`config.mk`:
```
export PLATFORM = sky130hd
export DESIGN_NAME = smx_top
export DESIGN_NICKNAME = d
export VERILOG_FILES = /design/src/core/smx_sync.v /design/src/core/smx_watchdog.v /design/src/core/smx_top.v
export VERILOG_INCLUDE_DIRS = /design/src /design/src/core
export SDC_FILE = /design/constraint.sdc
export NUM_CORES = 1
export LEC_CHECK = 0
export ABC_AREA = 1
export BUFFER_PORTS_ARGS = -buffer_cell sky130_fd_sc_hd__buf_2
export CELL_PAD_IN_SITES_DETAIL_PLACEMENT = 2
export CELL_PAD_IN_SITES_GLOBAL_PLACEMENT = 2
export CORE_ASPECT_RATIO = 2
export CORE_MARGIN = 4
export CORE_UTILIZATION = 32
export DETAILED_ROUTE_END_ITERATION = 8
export PLACE_DENSITY_LB_ADDON = 0.12
export SLEW_MARGIN = 5
export SYNTH_ARGS = -nofsm -noshare
export SYNTH_HDL_FRONTEND = slang
export SYNTH_HIERARCHICAL = 1
export SYNTH_SLANG_ARGS = --single-unit
export TNS_END_PERCENT = 100
```
`constraint.sdc`:
```
create_clock -name clk_i -period 2 [get_ports clk_i]
set_input_delay 0.4 -clock clk_i [delete_from_list [all_inputs] [get_ports clk_i]]
set_output_delay 0.4 -clock clk_i [all_outputs]
set_load 0.02 [all_outputs]
```
`src/core/smx_regs.vh`:
```
`ifndef SMX_REGS_VH
`define SMX_REGS_VH
// register byte offsets on the apb slave
`define SMX_CFG_OFF 12'h000
`define SMX_CTL_OFF 12'h004
`define SMX_STAT_OFF 12'h008
`define SMX_GRP_OFF 12'h00C
`define SMX_GP_OFF 12'h010
`define SMX_TC_OFF 12'h014
// configuration field positions
`define SMX_RATE_LSB 0
`define SMX_RATE_MSB 2
`define SMX_SELF_BIT 3
`define SMX_TOEN_BIT 4
`define SMX_TOSEL_BIT 5
`define SMX_SOR_BIT 6
`define SMX_DOS_BIT 7
// reset value of the configuration register before capture
`define SMX_CFG_RST 8'hFF
// cycles after reset release: pin sample edge (captured two edges later) and drive edge
`define SMX_CAP_CYC 3'h1
`define SMX_DRV_CYC 3'h4
// group selects
`define SMX_SEL_CFG 4'h0
`define SMX_SEL_NET 4'hB
`define SMX_SEL_RCTL 4'hC
`define SMX_SEL_ERR 4'hD
`define SMX_SEL_TC 4'hE
`define SMX_SEL_GP 4'hF
// timeout: 200 x 2^n periods of a 10 MHz tick (100 ns = 25 cycles)
`define SMX_TICK_NS 100
`define SMX_CLK_NS 4
`define SMX_TO_BASE 200
`define SMX_TO_SHORT_EXP 2
`define SMX_TO_LONG_EXP 16
`endif

```
`src/core/smx_sync.v`:
```
`timescale 1ns/100ps
`include "smx_regs.vh"
// two-flop synchroniser, one per bit
module smx_sync #(
    parameter W = 8
) (
    input wire clk_i,
    input wire rstn_i,
    input wire [W-1:0] d_i,
    output wire [W-1:0] q_o
);
    genvar g;
    generate
        for (g = 0; g < W; g = g + 1) begin : g_bit
            reg s1_q;
            reg s2_q;
            // first stage is read only by the second
            always @(posedge clk_i) begin
                if (!rstn_i) begin
                    s1_q <= 1'b0;
                    s2_q <= 1'b0;
                end else begin
                    s1_q <= d_i[g];
                    s2_q <= s1_q;
                end
            end
            assign q_o[g] = s2_q;
        end
    endgenerate
endmodule

```
`src/core/smx_watchdog.v`:
```
`timescale 1ns/100ps
`include "smx_regs.vh"
// idle timer for one output port; tick_i is the 10 MHz enable
module smx_watchdog (
    input wire clk_i,
    input wire rstn_i,
    input wire en_i,
    input wire long_i,
    input wire tick_i,
    input wire activity_i,
    output wire expired_o
);
    // products are worked out as integers, then cut to the counter width
    localparam integer SHORT_N = `SMX_TO_BASE * (1 << `SMX_TO_SHORT_EXP);
    localparam integer LONG_N = `SMX_TO_BASE * (1 << `SMX_TO_LONG_EXP);
    localparam [23:0] SHORT_LIM = SHORT_N[23:0];
    localparam [23:0] LONG_LIM = LONG_N[23:0];
    reg [23:0] cnt_q;
    reg exp_q;
    wire [23:0] lim = long_i ? LONG_LIM : SHORT_LIM;
    // count ticks of silence; a disabled timer never fires
    always @(posedge clk_i) begin
        if (!rstn_i || !en_i || activity_i) begin
            cnt_q <= 24'h000000;
            exp_q <= 1'b0;
        end else if (tick_i && !exp_q) begin
            if (cnt_q >= lim - 24'h000001) begin
                exp_q <= 1'b1;
            end
            cnt_q <= cnt_q + 24'h000001;
        end
    end
    assign expired_o = exp_q;
endmodule

```
`src/core/smx_top.v`:
```
// The implementer's own choices: the APB slave port and the address map.
`timescale 1ns/100ps
`include "smx_regs.vh"
// Functional notes
// - a 4-bit select picks which status group shows on the pins
// - right after reset the eight shared pins are inputs
// - after capture the shared pins are driven as status outputs
// - pins are driven from the fourth cycle after reset release
// - config pins loaded once just after reset, ignored otherwise
// - bits 2:0 set start-up transmit rate, 111 full down to 000 1/8
// - captured rate applies to all link ports together
// - bit 4 low enables output port timeouts at start-up
// - bit 5 picks 200x2^2 or 200x2^16 ticks of 10 MHz
// - bit 6 low makes output ports start on request
// - bit 7 low disables ports silent beyond the timeout
// - with timeouts off, ports may wait forever
// - rstn_i and stat_pin_oen_o are active low, others active high
// - with select stable, outputs update after each clock edge
// - select 0 config, 1-8 links, 9-10 ext, 11..15 other groups
module smx_top (
    input wire clk_i,
    input wire rstn_i,
    input wire [3:0] stat_sel_i,
    input wire [7:0] stat_pin_i,
    output reg [7:0] stat_pin_o,
    output wire [7:0] stat_pin_oen_o,
    input wire [7:0] cfg_port_stat_i,
    input wire [63:0] link_stat_i,
    input wire [15:0] ext_stat_i,
    input wire [7:0] net_disc_i,
    input wire [7:0] time_code_i,
    input wire [7:0] link_activity_i,
    output wire [2:0] tx_rate_o,
    output wire [7:0] port_tx_rate_o,
    output wire self_addr_en_o,
    output wire timeout_en_o,
    output wire timeout_long_o,
    output wire start_on_req_o,
    output wire idle_disconnect_en_o,
    output wire [7:0] port_disabled_o,
    input wire psel_i,
    input wire penable_i,
    input wire pwrite_i,
    input wire [11:0] paddr_i,
    input wire [31:0] pwdata_i,
    input wire [3:0] pstrb_i,
    output wire pready_o,
    output reg [31:0] prdata_o,
    output wire pslverr_o
);
    localparam [1:0] ST_WAIT = 2'h0;
    localparam [1:0] ST_HOLD = 2'h1;
    localparam [1:0] ST_RUN = 2'h2;
    // integer division kept apart so the cut to eight bits is deliberate
    localparam integer TICK_DIV_N = `SMX_TICK_NS / `SMX_CLK_NS;
    localparam [7:0] TICK_DIV = TICK_DIV_N[7:0];

    ////////////////////////////////////////////////////////////////////////
    // pin synchroniser: pins come from the board, not our clock domain
    wire [7:0] pin_sync;
    smx_sync #(
        .W(8)
    ) u_sync (
        .clk_i(clk_i),
        .rstn_i(rstn_i),
        .d_i(stat_pin_i),
        .q_o(pin_sync)
    );

    ////////////////////////////////////////////////////////////////////////
    // start-up sequencer: counts edges after reset release
    reg [1:0] state_q;
    reg [2:0] cyc_q;
    reg [7:0] cfg_q;
    reg oe_q;
    // the sync delay means the capture edge sees pins from release, which
    // is why the board must hold them for the first three cycles
    always @(posedge clk_i) begin
        if (!rstn_i) begin
            state_q <= ST_WAIT;
            cyc_q <= 3'h0;
            oe_q <= 1'b0;
        end else begin
            case (state_q)
                ST_WAIT: begin
                    cyc_q <= cyc_q + 3'h1;
                    if (cyc_q + 3'h1 == `SMX_CAP_CYC + 3'h2) begin
                        state_q <= ST_HOLD;
                    end
                end
                ST_HOLD: begin
                    cyc_q <= cyc_q + 3'h1;
                    // hold is entered with three edges counted, so the
                    // fourth edge after release turns the pins around
                    if (cyc_q + 3'h1 == `SMX_DRV_CYC) begin
                        state_q <= ST_RUN;
                        oe_q <= 1'b1;
                    end
                end
                ST_RUN: begin
                    state_q <= ST_RUN;
                end
                default: begin
                    state_q <= ST_WAIT;
                end
            endcase
        end
    end

    ////////////////////////////////////////////////////////////////////////
    // configuration register: captured once, then software owned
    wire cap_now = (state_q == ST_WAIT) &&
        (cyc_q + 3'h1 == `SMX_CAP_CYC + 3'h2);
    wire apb_wr = psel_i && penable_i && pwrite_i;
    wire cfg_wr = apb_wr && (paddr_i == `SMX_CFG_OFF) && pstrb_i[0];
    always @(posedge clk_i) begin
        if (!rstn_i) begin
            cfg_q <= `SMX_CFG_RST;
        end else if (cap_now) begin
            cfg_q <= pin_sync;
        end else if (cfg_wr) begin
            cfg_q <= pwdata_i[7:0];
        end
    end

    // decoded settings; pins 7:3 are active low, rate bits 2:0 are not inverted
    assign tx_rate_o = cfg_q[`SMX_RATE_MSB:`SMX_RATE_LSB];
    assign self_addr_en_o = !cfg_q[`SMX_SELF_BIT];
    assign timeout_en_o = !cfg_q[`SMX_TOEN_BIT];
    assign timeout_long_o = !cfg_q[`SMX_TOSEL_BIT];
    assign start_on_req_o = !cfg_q[`SMX_SOR_BIT];
    assign idle_disconnect_en_o = !cfg_q[`SMX_DOS_BIT];
    // one flag, rate code not 111, fans out to every link port
    assign port_tx_rate_o = {8{tx_rate_o != 3'h7}};

    ////////////////////////////////////////////////////////////////////////
    // 10 MHz tick enable for the port watchdogs
    reg [7:0] div_q;
    reg tick_q;
    always @(posedge clk_i) begin
        if (!rstn_i) begin
            div_q <= 8'h00;
            tick_q <= 1'b0;
        end else if (div_q == TICK_DIV - 8'h01) begin
            div_q <= 8'h00;
            tick_q <= 1'b1;
        end else begin
            div_q <= div_q + 8'h01;
            tick_q <= 1'b0;
        end
    end

    // per-port silence watchdogs; off means ports may block forever
    wire [7:0] expired;
    wire [7:0] act_sync;
    smx_sync #(
        .W(8)
    ) u_act (
        .clk_i(clk_i),
        .rstn_i(rstn_i),
        .d_i(link_activity_i),
        .q_o(act_sync)
    );
    reg [7:0] disabled_q;
    genvar p;
    generate
        for (p = 0; p < 8; p = p + 1) begin : g_port
            smx_watchdog u_wd (
                .clk_i(clk_i),
                .rstn_i(rstn_i),
                .en_i(timeout_en_o),
                .long_i(timeout_long_o),
                .tick_i(tick_q),
                .activity_i(act_sync[p]),
                .expired_o(expired[p])
            );
            // silent port is dropped only when disconnect is enabled
            always @(posedge clk_i) begin
                if (!rstn_i || act_sync[p]) begin
                    disabled_q[p] <= 1'b0;
                end else if (expired[p] && idle_disconnect_en_o) begin
                    disabled_q[p] <= 1'b1;
                end
            end
        end
    endgenerate
    assign port_disabled_o = disabled_q;

    ////////////////////////////////////////////////////////////////////////
    // software registers: general purpose byte
    reg [7:0] gp_q;
    always @(posedge clk_i) begin
        if (!rstn_i) begin
            gp_q <= 8'h00;
        end else if (apb_wr && paddr_i == `SMX_GP_OFF && pstrb_i[0]) begin
            gp_q <= pwdata_i[7:0];
        end
    end

    ////////////////////////////////////////////////////////////////////////
    // status group mux
    wire [3:0] sel_sync;
    smx_sync #(
        .W(4)
    ) u_sel (
        .clk_i(clk_i),
        .rstn_i(rstn_i),
        .d_i(stat_sel_i),
        .q_o(sel_sync)
    );
    reg [7:0] grp;
    wire [7:0] link_err;
    wire [1:0] ext_err;
    genvar e;
    generate
        for (e = 0; e < 8; e = e + 1) begin : g_err
            assign link_err[e] = |link_stat_i[e*8+4 -: 5];
        end
        for (e = 0; e < 2; e = e + 1) begin : g_xerr
            assign ext_err[e] = ext_stat_i[e*8];
        end
    endgenerate
    always @* begin
        grp = 8'h00;
        case (sel_sync)
            `SMX_SEL_CFG: grp = cfg_port_stat_i;
            4'h1, 4'h2, 4'h3, 4'h4, 4'h5, 4'h6, 4'h7, 4'h8: begin
                grp = link_stat_i[(sel_sync - 4'h1) * 8 +: 8];
            end
            4'h9: grp = ext_stat_i[7:0];
            4'hA: grp = ext_stat_i[15:8];
            `SMX_SEL_NET: grp = net_disc_i;
            `SMX_SEL_RCTL: begin
                grp = {1'b0, self_addr_en_o, start_on_req_o,
                    idle_disconnect_en_o, 2'b00, timeout_long_o,
                    timeout_en_o};
            end
            `SMX_SEL_ERR: grp = {ext_err, link_err[4:0], |cfg_port_stat_i};
            `SMX_SEL_TC: grp = time_code_i;
            `SMX_SEL_GP: grp = gp_q;
            default: grp = 8'h00;
        endcase
    end
    // registered so the pins change only after a clock edge
    always @(posedge clk_i) begin
        if (!rstn_i) begin
            stat_pin_o <= 8'h00;
        end else begin
            stat_pin_o <= grp;
        end
    end
    assign stat_pin_oen_o = {8{!oe_q}};

    ////////////////////////////////////////////////////////////////////////
    // apb slave: zero wait states, unmapped reads give zero with slverr
    wire apb_rd = psel_i && !pwrite_i;
    reg hit;
    always @* begin
        hit = 1'b1;
        prdata_o = 32'h00000000;
        case (paddr_i)
            `SMX_CFG_OFF: prdata_o = {24'h000000, cfg_q};
            `SMX_CTL_OFF: prdata_o = {24'h000000, disabled_q};
            `SMX_STAT_OFF: prdata_o = {30'h00000000, state_q};
            `SMX_GRP_OFF: prdata_o = {24'h000000, stat_pin_o};
            `SMX_GP_OFF: prdata_o = {24'h000000, gp_q};
            `SMX_TC_OFF: prdata_o = {24'h000000, time_code_i};
            default: hit = 1'b0;
        endcase
        if (!apb_rd) begin
            prdata_o = 32'h00000000;
        end
    end
    assign pready_o = 1'b1;
    assign pslverr_o = psel_i && penable_i && !hit;
endmodule

```
==> results of run 1 <==
registers in the layout (all words and copies together), names as in the netlist:
| register | count |
|---|---|
| cfg_q | 8 |
| cyc_q | 3 |
| div_q | 8 |
| g_port.u_wd/cnt_q | 192 |
| g_port.u_wd/expired_o | 8 |
| gp_q | 8 |
| oe_q | 1 |
| port_disabled_o | 8 |
| stat_pin_o | 8 |
| state_q | 2 |
| tick_q | 1 |
| u_act/g_bit.s1_q | 8 |
| u_act/g_bit.s2_q | 8 |
| u_sel/g_bit.s1_q | 4 |
| u_sel/g_bit.s2_q | 4 |
| u_sync/g_bit.s1_q | 8 |
| u_sync/g_bit.s2_q | 8 |
cell usage in the layout (no fill, tap or decap), types with 9 or more instances in the layout:
master         synthesis  layout
nand2_1              741     693
inv_1                386     378
nor2_1               388     342
dfxtp_1              287     283
nand3_1              220     192
buf_2                 11     184
a21oi_1              181     168
o21ai_0               94      86
ha_1                 131      80
buf_4                 66      63
nand2_2               23      61
nor2_4                40      60
nor3_1                59      58
nand3_2               31      54
ha_4                   0      50
nor2_2                12      39
nand4_1               39      39
clkbuf_16              0      34
inv_2                 27      30
buf_6                  6      27
conb_1                 2      25
xor2_1                19      19
nand2_4                8      17
nor3_4                16      16
o21ai_1               11      16
dlygate4sd3_1          0      16
nor4_1                14      14
buf_12                 2      14
a21oi_2                0      13
o21bai_1              10      10
nor3_2                 8       9
clkbuf_8               0       9
metrics by stage:
stage          power (mW)  setup TNS (ns)  instances  utilization [%]  hold WS, ns
2_1_floorplan       8.763               0       2902                -       0.3905
3_3_place_gp        9.973          -2.018       3829            35.87       0.3967
3_5_place_dp        10.26          -2.831       3829            35.87       0.4062
4_1_cts             16.76         -0.9226       3917            38.84     0.002108
5_1_grt             18.44          -2.212       3922            40.88      0.01015
6_report            17.44          -1.298       3927            40.90      0.02866
worst max path at each step:
stage	to	depth (start not counted)	startpoint	slack, ns
final	prdata_o[0]	11	paddr_i[9]	-0.19
after global routing	prdata_o[0]	11	paddr_i[9]	-0.25
after floorplan	prdata_o[1]	8	paddr_i[1]	0.11
after detailed placement	prdata_o[4]	11	paddr_i[11]	-0.35
after global placement	prdata_o[4]	11	paddr_i[11]	-0.27
after CTS	prdata_o[2]	12	paddr_i[8]	-0.13
cells by family after synthesis:
kind of cell,share of synthesized area [%]
compound gates,8.545
flops,30.32
buf+inv,12.17
other cells,0.03963
xor+xnor,0.9641
fa+ha+maj,8.650
simple gates,39.31
cell type report:
class                           count  area share, %
Clock buffer                       44          3.833
Antenna cell                        5        0.05244
Clock inverter                     12         0.6135
Sequential cell                   287          24.10
Timing Repair Buffer              309          9.402
Inverter                          415          6.617
Multi-Input combinational cell   2093          51.39
Tap cell                          762          3.996
critical path, cell delays in order:
cell and delay, ns:
buf_6 0.10, nor2_4 0.11, nand2_4 0.10, nor2_4 0.26, buf_12 0.16, buf_6 0.11
nand3_2 0.10, nand2_4 0.08, nor2_2 0.05, a21oi_1 0.13, buf_4 0.19
power groups by stage:
stage / clock network (mW) / registers (mW) / logic (mW)
2_1_floorplan: 0 / 6.08 / 2.68
3_3_place_gp: 0 / 6.16 / 3.82
3_5_place_dp: 0 / 6.16 / 4.11
4_1_cts: 6.41 / 6.04 / 4.31
5_1_grt: 6.63 / 6.06 / 5.76
6_report: 6.20 / 6.04 / 5.19
routing by layer:
| metal | wire length [µm] | up-vias |
|---|---|---|
| li1 | - | 9616 |
| met1 | 26360 | 9768 |
| met2 | 43450 | 400 |
| met3 | 3558 | 145 |
| met4 | 2885 | 0 |
| met5 | 0 | - |
repair_timing:
action | 4_1_cts | 5_1_grt
setup endpoints to repair | 23 | 35
hold buffers | 16 | 0
gates cloned | 3 | 3
pin swaps | 32 | 86
hold endpoints to repair | 16 | 0
gates resized for setup | 97 | 198
setup buffers | 13 | 3
==> impl_results.md, run 1 <==
- Status: finished with violations
- Failing checks: setup timing
- Met1 usage: 21.95%
- CTS buffer count: 31
- DR WL/cell: 19.42 µm
- Synth cell types: 41
- P_leak: 10.30 nW
- Final WL: 76.25 mm
- Final Max Tran Viols: 0
- Maximum VDD drop: 0.0007176 V
- Seq. cell area: 5751 µm²
- Worst setup margin: -0.1862 ns
- RePlAce Congestion: 0.8901
- Final instance area: 23860 µm²
- Fin. Hold Viols: 0
- Crit path DAT: 1.79 ns
- Reg2Reg Setup Slack: 0.01 ns
- Peak Freq: 0.4574 GHz
- Setup Skew: 0.02539 ns
- Effective utilization at floorplan: 32.48%
- Synth area leaders: dfxtp_1, nand2_1, ha_1
- P&R area growth vs syn: 25.93%
- Worst-Skew Late Latency: 0.62 ns
- Top cell type's share of synthesized area: 30.32%
- Row cnt: 125
- Hold depth: 3
- Crit path max fanout: 6
- Final min period: 2.186 ns
- Fillers: 6946
- Share of cells above drive strength 1: 22.78%
- Yosys warns: 6
- Initial antenna violation count: 5
- I/O pins: 251
- Post-synth top cells: nand2_1, nor2_1, inv_1
- Routing usage on met2: 47.02%
- Chip height: 352.1 µm
- GRT Overall Usage: 22.58%
- Count leader, synth: nand2_1
- Slew at the pin with the worst max-slew slack: 0.5953 ns
- Setup violators final: 9
- Slew margin rel.: 60.27%
- Synth Flop Type: dfxtp_1
- Via count: 19.93k
- Mean Syn Cell Area: 6.582 µm²
- Pre-antenna DRT Iters: 4
- Multi-input logic area: 12260 µm²
- Core ar.: 58340 µm²
- Largest area contributor in the netlist: dfxtp_1
- Mapped cell area: 18950 µm²
- EDFF count, synth: 0
- Critical path class: in2out
- Vias per Instance: 5.075
- Clk root buf: clkbuf_16
- Cells after Synth: 2879
- Ys async rst share: 0%
- Global-route wire length before repair: 117.4 mm
- Cell-internal power: 11.37 mW
- Initial DRC count: 646
- CTS tree: done
- DR DRC count: 0
- Part of the power in registers: 34.7%
- PD cells: 730.7 nW/µm²
- Clock Path Buffers: 3
- Most Crowded Layer GR: met2
- Max_cap viols: 0
- Placed cell areas: 20930 µm²
- Tcrit/Tclk final: 109.3%
- Hold Path Class: in2reg
- Remaining antenna violation count: 0
- Dpl hpwl: 59.11 mm
- Clock transition at path regs: 0.06 ns
- Pin count of the biggest net entering global routing: 35
- CP Launch Type: primary input
- R2R cell count: 13
- Comb pwr share: 29.8%
- Die span in x: 180.1 µm
- Buffers on Ports: 198
- Min-Delay Endpoint: u_sync/g_bit[1].s1_q
- Clock power share: 35.6%
- Clk sinks: 287
- WP data required: 1.60 ns
- Vias in the first global route: 22.56k
- H-tree depth: 1
- R2R Path End: g_port[2].u_wd/expired_o
- Reg-to-Reg Start: cfg_q[5]
- Overflow after GRT: 0
- Psw: 6.065 mW
- Dpl ws: -0.3536 ns
- Post-synthesis sequential area ratio: 30.32%
- Hold_sp: stat_pin_i[1]
- Switching share of power: 34.78%
- Die Footprint: 63410 µm²
- RSZ-0062 raised after global routing: yes
- CP Capture Type: output port
- Net count, final: 3445
- FF+latch count, synth: 287
- GR met3 Demand/Resource: 3.075%
Note: power is estimated with default switching activity, not from simulation.
==> run 2, diff against run 1 <==
- SETUP_SLACK_MARGIN: unset -> 0.5
- TNS_END_PERCENT: 100 -> 1
==> run 2 against run 1 <==
  * The flow still finishes with violations (setup timing)
  * Sequential share of layout area decreased by 0.11 points
  * Core utilization grew 1.2 points
  * Die area is the same
  * Clock-buffer cell count is 1 higher
  * Cell count down 0.61%
  * Critical path depth up 1
  * Via count up 0.49%
  * Total power shrank 3.0%
  * Clock power fell by 9.2%
  * Wire length up 3.1%
  * Final area up 3.0%
  * Setup slack worse by 0.0028 ns
  * Critical path type unchanged
  * Largest power group is now registers
  * Highest routed layer is now met5
==> impl_results.md, run 2 (same netlist as run 1, synthesis figures left out) <==
- Pin count of the biggest net entering global routing: 33 (-5.7%)
- Crit path DAT: 1.79 ns (about the same)
- Crit path max fanout: 8 (+2)
- CP Launch Type: primary input
- Hold Path Class: in2reg
- Max_cap viols: 0 (unchanged)
- Chip height: 352.1 µm (unchanged)
- Core ar.: 58340 µm² (unchanged)
- Seq. cell area: 5897 µm² (+2.5%)
- RePlAce Congestion: 0.9006 (+1.2%)
- Tcrit/Tclk final: 109.4% (+0.14 points)
- Slowest stage delay, CP: 0.18 ns (-0.08 ns)
- Reg-to-Reg Start: cfg_q[5]
- Peak Freq: 0.4568 GHz (-0.13%)
- Worst-Skew Late Latency: 0.60 ns (-0.02 ns)
- Hold depth: 3 (unchanged)
- Maximum VDD drop: 0.0005829 V (-19%)
- Reg2Reg Setup Slack: 0.01 ns (about the same)
- Setup Skew: 0.01520 ns (-0.01019 ns)
- WP data required: 1.60 ns (about the same)
- Final Max Tran Viols: 0 (unchanged)
- Net count, final: 3426 (-0.55%)
- Remaining antenna violation count: 0 (unchanged)
- Initial DRC count: 536 (-17%)
- Status: finished with violations
- CTS tree: done
- Global-route wire length before repair: 120.6 mm (+2.7%)
- Row cnt: 125 (unchanged)
- RSZ-0062 raised after global routing: yes
- Pre-antenna DRT Iters: 5 (+1)
- Total Power: 16.91 mW (-3.0%)
- Post-layout util: 42.14% (+1.2 points)
- Via count: 20.03k (+0.49%)
- Buffers on Ports: 198 (unchanged)
- R2R Path End: g_port[2].u_wd/expired_o
- R2R cell count: 13 (unchanged)
- Die Footprint: 63410 µm² (unchanged)
- Clock Path Buffers: 3 (unchanged)
- Hold_sp: link_activity_i[3]
- Multi-input logic area: 12650 µm² (+3.2%)
- DR WL/cell: 20.14 µm (+3.7%)
- H-tree depth: 1 (unchanged)
- Overflow after GRT: 0 (unchanged)
- Most flops, register: g_port.u_wd/cnt_q
- P&R area growth vs syn: 29.75%
- Fin. Hold Viols: 0 (unchanged)
- Vias per Instance: 5.131 (+1.1%)
- Fillers: 6850 (-1.4%)
- Min-Delay Endpoint: u_act/g_bit[3].s1_q
- Max FFs per register: 192 (unchanged)
- CTS buffer count: 31 (unchanged)
- Cell Chain, Critical Path: buf_6 -> nor2_4 -> nand2_4 -> nor2_4 -> buf_6 -> buf_8 -> buf_16 -> nand3_4 -> nand2_2 -> nor2_2 -> a21oi_2 -> buf_6
- P_leak: 10.47 nW (+1.7%)
- Share of cells above drive strength 1: 27.71% (+4.9 points)
- Most frequent cells in the layout: nand2_1, inv_1, nor2_1
- Clock transition at path regs: 0.06 ns (about the same)
- CP top delay family: buffers and inverters
- Final WL: 78.62 mm (+3.1%)
- Critical path class: in2out
- Vias in the first global route: 22.62k (+0.25%)
- Most common cell after layout, fill and taps aside: nand2_1
- Clk root buf: clkbuf_16
- Failing checks: setup timing
- Slew at the pin with the worst max-slew slack: 0.7236 ns (+0.1283 ns)
- Slew margin rel.: 51.31% (-9.0 points)
- Slowest cell on crit path: a21oi_2
- Initial antenna violation count: 4 (-1)
- Final min period: 2.189 ns (+0.002820 ns)
- DR DRC count: 0 (unchanged)
- Die span in x: 180.1 µm (unchanged)
- Setup violators final: 8 (-1)
- Clk sinks: 287 (unchanged)
- Critical path depth: 12 (+1)
- GRT Overall Usage: 23.24% (+0.66 points)
- Final instance area: 24590 µm² (+3.0%)
- Worst setup margin: -0.1890 ns (-0.002820 ns)
- I/O pins: 251 (unchanged)
- PD cells: 687.8 nW/µm² (-5.9%)
- Dpl hpwl: 59.73 mm (+1.1%)
- CP Capture Type: output port
- Effective utilization at floorplan: 32.48% (unchanged)
- Most frequent CP cell: buf_6
- Placed cell areas: 20820 µm² (-0.50%)
- Crit path buf inv count: 5 (+1)
## run 2: changes by cell type in the layout (fill, tap and decap cells not counted), sizes merged, moves of 2 or more
cell,before,now
inv,411,404
diode,5,1
dlygate4sd3,16,13
buf,290,275
bufinv,3,1
clkinvlp,7,12
clkinv,6,8
## run 2: layout make-up
cell class	instances	share of cell area (%)
Inverter	415	6.677
Timing Repair Buffer	291	10.20
Clock inverter	10	0.3461
Tap cell	762	3.878
Multi-Input combinational cell	2092	51.45
Sequential cell	287	23.98
Antenna cell	1	0.01018
Clock buffer	45	3.450
## run 2: per-stage QoR
step | TNS (ns) | setup WS [ns] | hold WS [ns] | std cells
after floorplan | 0 | 0.1219 | 0.3905 | 2902
after global placement | -2.150 | -0.3288 | 0.4040 | 3814
after detailed placement | -2.985 | -0.3569 | 0.4063 | 3814
after CTS | -0.6770 | -0.09598 | 0.005809 | 3895
after global routing | -2.240 | -0.2515 | 0.01990 | 3902
final | -1.138 | -0.1890 | 0.03004 | 3903
## run 2: power breakdown
group | total, mW | switching [mW] | internal, mW
Sequential | 6.11 | 0.230 | 5.88
Clock | 5.63 | 2.57 | 3.06
Combinational | 5.17 | 3.14 | 2.03
Total | 16.9 | 5.94 | 11.0
## run 2: how the worst max path moves through the flow
stage                               end   startpoint  slack [ns]
5_1_grt                     prdata_o[0]  paddr_i[11]       -0.25
3_3_place_gp                prdata_o[2]   paddr_i[1]       -0.33
2_1_floorplan  g_port[7].u_wd/expired_o     cfg_q[5]        0.12
6_report                    prdata_o[1]  paddr_i[11]       -0.19
3_5_place_dp                prdata_o[2]   paddr_i[1]       -0.36
4_1_cts                     prdata_o[2]   paddr_i[8]        -0.1
## run 2: tightest hold or removal path, delay by kind of cell
kind	cells	cell delay [ns]
buffers and inverters	2	0.13
AND/OR/NAND/NOR	1	0.05
## run 2: timing repair
action,CTS,global route
resized for setup,407,308
buffers inserted,11,4
pin swaps,265,320
hold endpoints to repair,13,0
cloned,2,3
endpoints found under the setup margin,265,244
hold buffers,13,0
## run 2: routing by layer
layer | global-route usage (%) | vias up | routed length (µm)
met3 | 3.364 | 137 | 3389
li1 | - | 9555 | -
met1 | 22.64 | 9909 | 27360
met2 | 48.43 | 421 | 44770
met5 | 0 | - | 27
met4 | 7.978 | 4 | 3067
==> run 3, diff against run 2 <==
- CORE_MARGIN: 4 -> unset
- CORE_UTILIZATION: 32 -> 29
- clock period: 2 -> 1.8 ns (I/O delays scaled with it)
==> run 3 against run 2 <==
  * The run still ends with setup timing left
  * Critical path depth decreased by 1
  * Combinational power increased by 7.4%
  * Final area increased by 0.35%
  * Highest routed layer unchanged
  * Clock-buffer cell count increased by 3
  * Largest cell class unchanged
==> impl_results.md, run 3 (same netlist as run 1, synthesis figures left out) <==
- Status: finished with violations
- Failing checks: setup timing
- Die Footprint: 66430 µm² (+4.8%)
- Fin. Hold Viols: 0 (unchanged)
- Critical path class: in2out
- Global-route wire length before repair: 118.7 mm (-1.6%)
- Part of the power in registers: 33.9% (-2.2 points)
- Initial DRC count: 458 (-15%)
- Worst-Skew Late Latency: 0.55 ns (-0.05 ns)
- Setup_tns: -2.913 ns (-1.775 ns)
- Slowest cell on crit path: nor2_4
- Core ar.: 64740 µm² (+11%)
- Setup Skew: 0.02039 ns (+0.005190 ns)
- Share of cells above drive strength 1: 25.48% (-2.2 points)
- Crit path DAT: 1.73 ns (-0.06 ns)
- Top Layer Used: met5
- Effective utilization at floorplan: 29.27% (-3.2 points)
- Hold depth: 3 (unchanged)
- Cell-internal power: 13.30 mW (+21%)
- Pin count of the biggest net entering global routing: 33 (unchanged)
- Overflow after GRT: 0 (unchanged)
- Tcrit/Tclk final: 115.9%
- Crit path buf inv count: 4 (-1)
- Net count, final: 3470 (+1.3%)
- Psw: 6.675 mW (+12%)
- R2R cell count: 13 (unchanged)
- Pre-antenna DRT Iters: 4 (-1)
- RSZ-0062 raised after global routing: yes
- Switching share of power: 33.41% (-1.7 points)
- H-tree depth: 2 (+1)
- Clock power share: 38.3% (+5.0 points)
- Max FFs per register: 192 (unchanged)
- CP top delay family: simple AND/OR/NAND/NOR gates
- PD cells: 809.7 nW/µm² (+18%)
- CTS buffer count: 34 (+9.7%)
- Max_cap viols: 0 (unchanged)
- RePlAce Congestion: 0.8678 (-3.6%)
- Via count: 19.84k (-0.95%)
- I/O pins: 251 (unchanged)
- Seq. cell area: 5852 µm² (-0.76%)
- CP Launch Type: primary input
- Crit path max fanout: 13 (+5)
- Dpl ws: -0.6046 ns (-0.2478 ns)
- Slowest stage delay, CP: 0.20 ns (+0.02 ns)
- Cell Chain, Critical Path: buf_2 -> nor2_4 -> nand2_4 -> nor2_4 -> buf_12 -> nand3_2 -> nand3_2 -> nor2_2 -> nor2_2 -> buf_6 -> buf_6
- P&R area growth vs syn: 30.21%
- Final WL: 75.84 mm (-3.5%)
- Slew at the pin with the worst max-slew slack: 0.6201 ns (-0.1035 ns)
- WP data required: 1.44 ns (-0.16 ns)
- Most frequent cells in the layout: nand2_1, inv_1, nor2_1
- Chip height: 363.5 µm (+3.2%)
- DR WL met3: 2.964 mm (-13%)
- Initial antenna violation count: 6 (+2)
- Vias per Instance: 4.887 (-4.8%)
- Remaining antenna violation count: 0 (unchanged)
- Dpl hpwl: 60.42 mm (+1.1%)
- Reg2Reg Setup Slack: -0.13 ns (-0.14 ns)
- Met2 WL: 43.42 mm (-3.0%)
- Clock Path Buffers: 3 (unchanged)
- Met1 WL: 27.28 mm (-0.29%)
- Die span in x: 182.7 µm (+1.5%)
- Multi-input logic area: 12110 µm² (-4.3%)
- Reg-to-Reg Start: cfg_q[5]
- Hold_sp: stat_pin_i[6]
- GRT Overall Usage: 22.87% (-0.37 points)
- Most flops, register: g_port.u_wd/cnt_q
- Setup violators final: 17 (+9)
- Min-Delay Endpoint: u_sync/g_bit[6].s1_q
- CTS tree: done
- Slew margin rel.: 58.61% (+7.3 points)
- Final Max Tran Viols: 0 (unchanged)
- Clock transition at path regs: 0.06 ns (about the same)
- Peak Freq: 0.4792 GHz
- Final min period: 2.087 ns
- Maximum VDD drop: 0.0008739 V (+50%)
- DR DRC count: 0 (unchanged)
- CP Capture Type: output port
- Hold Path Class: in2reg
- Clk root buf: clkbuf_16
- Clk sinks: 287 (unchanged)
- Most common cell after layout, fill and taps aside: nand2_1
- DR WL/cell: 18.69 µm (-7.2%)
- Comb pwr share: 27.8% (-2.8 points)
- Buffers on Ports: 198 (unchanged)
- Worst setup margin: -0.2868 ns (-0.09782 ns)
- Vias in the first global route: 22.16k (-2.0%)
- P_leak: 10.66 nW (+1.9%)
- Row cnt: 132 (+5.6%)
- Total Power: 19.98 mW (+18%)
- R2R Path End: g_port[2].u_wd/expired_o
- Fillers: 7770 (+13%)
==> run 3: changes by cell type in the layout (fill, tap and decap cells not counted), moves of 8 or more <==
cell,before,now
dfxtp_1,224,240
nand2_1,668,709
nand3_1,145,165
buf_6,71,79
dfxtp_4,29,19
nand3_2,86,71
nor2_4,66,56
nand2_2,81,43
buf_4,33,68
nor2_1,317,330
ha_4,18,10
o21ai_1,43,33
o21ai_0,48,57
==> run 3: layer usage <==
metal / vias to the layer above / GRT usage, %
met5: - / 0
met4: 12 / 7.217
met3: 100 / 3.155
met2: 355 / 48.11
met1: 9722 / 21.98
li1: 9646 / -
==> run 3: how the worst max path moves through the flow <==
stage	cells after the start	slack (ns)	to	startpoint
floorplan	11	-0.08	g_port[7].u_wd/expired_o	cfg_q[5]
global placement	10	-0.51	prdata_o[3]	paddr_i[1]
detailed placement	10	-0.60	prdata_o[6]	paddr_i[1]
CTS	11	-0.26	prdata_o[7]	paddr_i[6]
global route	11	-0.34	prdata_o[1]	paddr_i[0]
finish	11	-0.29	prdata_o[6]	paddr_i[0]
==> run 3: worst reg2reg max path, cell delays in order (launching register included) <==
cell	delay [ns]
dfxtp_1	0.33
inv_2	0.10
buf_12	0.14
inv_1	0.06
buf_4	0.19
ha_1	0.31
nand2_1	0.07
nor2_1	0.12
nand2_1	0.11
nor2_2	0.09
nand2_1	0.05
nand3_1	0.10
nand2_1	0.06
a21oi_1	0.12
==> run 3: what timing repair did <==
item | in CTS | in global routing
gates resized for setup | 368 | 169
pin swaps | 183 | 138
buffers inserted | 8 | 2
hold endpoints to repair | 12 | 0
hold buffers | 12 | 0
gates cloned | 2 | 0
endpoints found under the setup margin | 268 | 271
==> run 3: power by group through the flow <==
stage	sequential, mW	combinational [mW]	clock (mW)
global route	6.78	6.13	8.14
CTS	6.75	5.11	7.96
floorplan	6.76	2.98	0
detailed placement	6.84	4.72	0
global placement	6.83	4.45	0
finish	6.77	5.55	7.65
==> run 3: per-stage QoR <==
stage / hold WS, ns / instance area (µm²) / std cells / utilization, %
after floorplan: 0.3905 / 19030 / 2902 / -
after global placement: 0.4022 / 21470 / 3973 / 33.17
after detailed placement: 0.4099 / 21470 / 3973 / 33.17
after CTS: 0.003166 / 24060 / 4056 / 37.17
after global routing: 0.02765 / 24670 / 4058 / 38.10
final: 0.02856 / 24670 / 4059 / 38.11
==> run 3: final cells by class <==
| cell class | count | share of cell area [%] |
|---|---|---|
| inverters | 415 | 6.557 |
| flip-flops and latches | 287 | 23.72 |
| well taps | 871 | 4.417 |
| diodes | 1 | 0.01014 |
| repair buffers | 332 | 11.38 |
| multi-input cells | 2092 | 49.07 |
| clock inverters | 13 | 0.8114 |
| clock buffers | 48 | 4.032 |
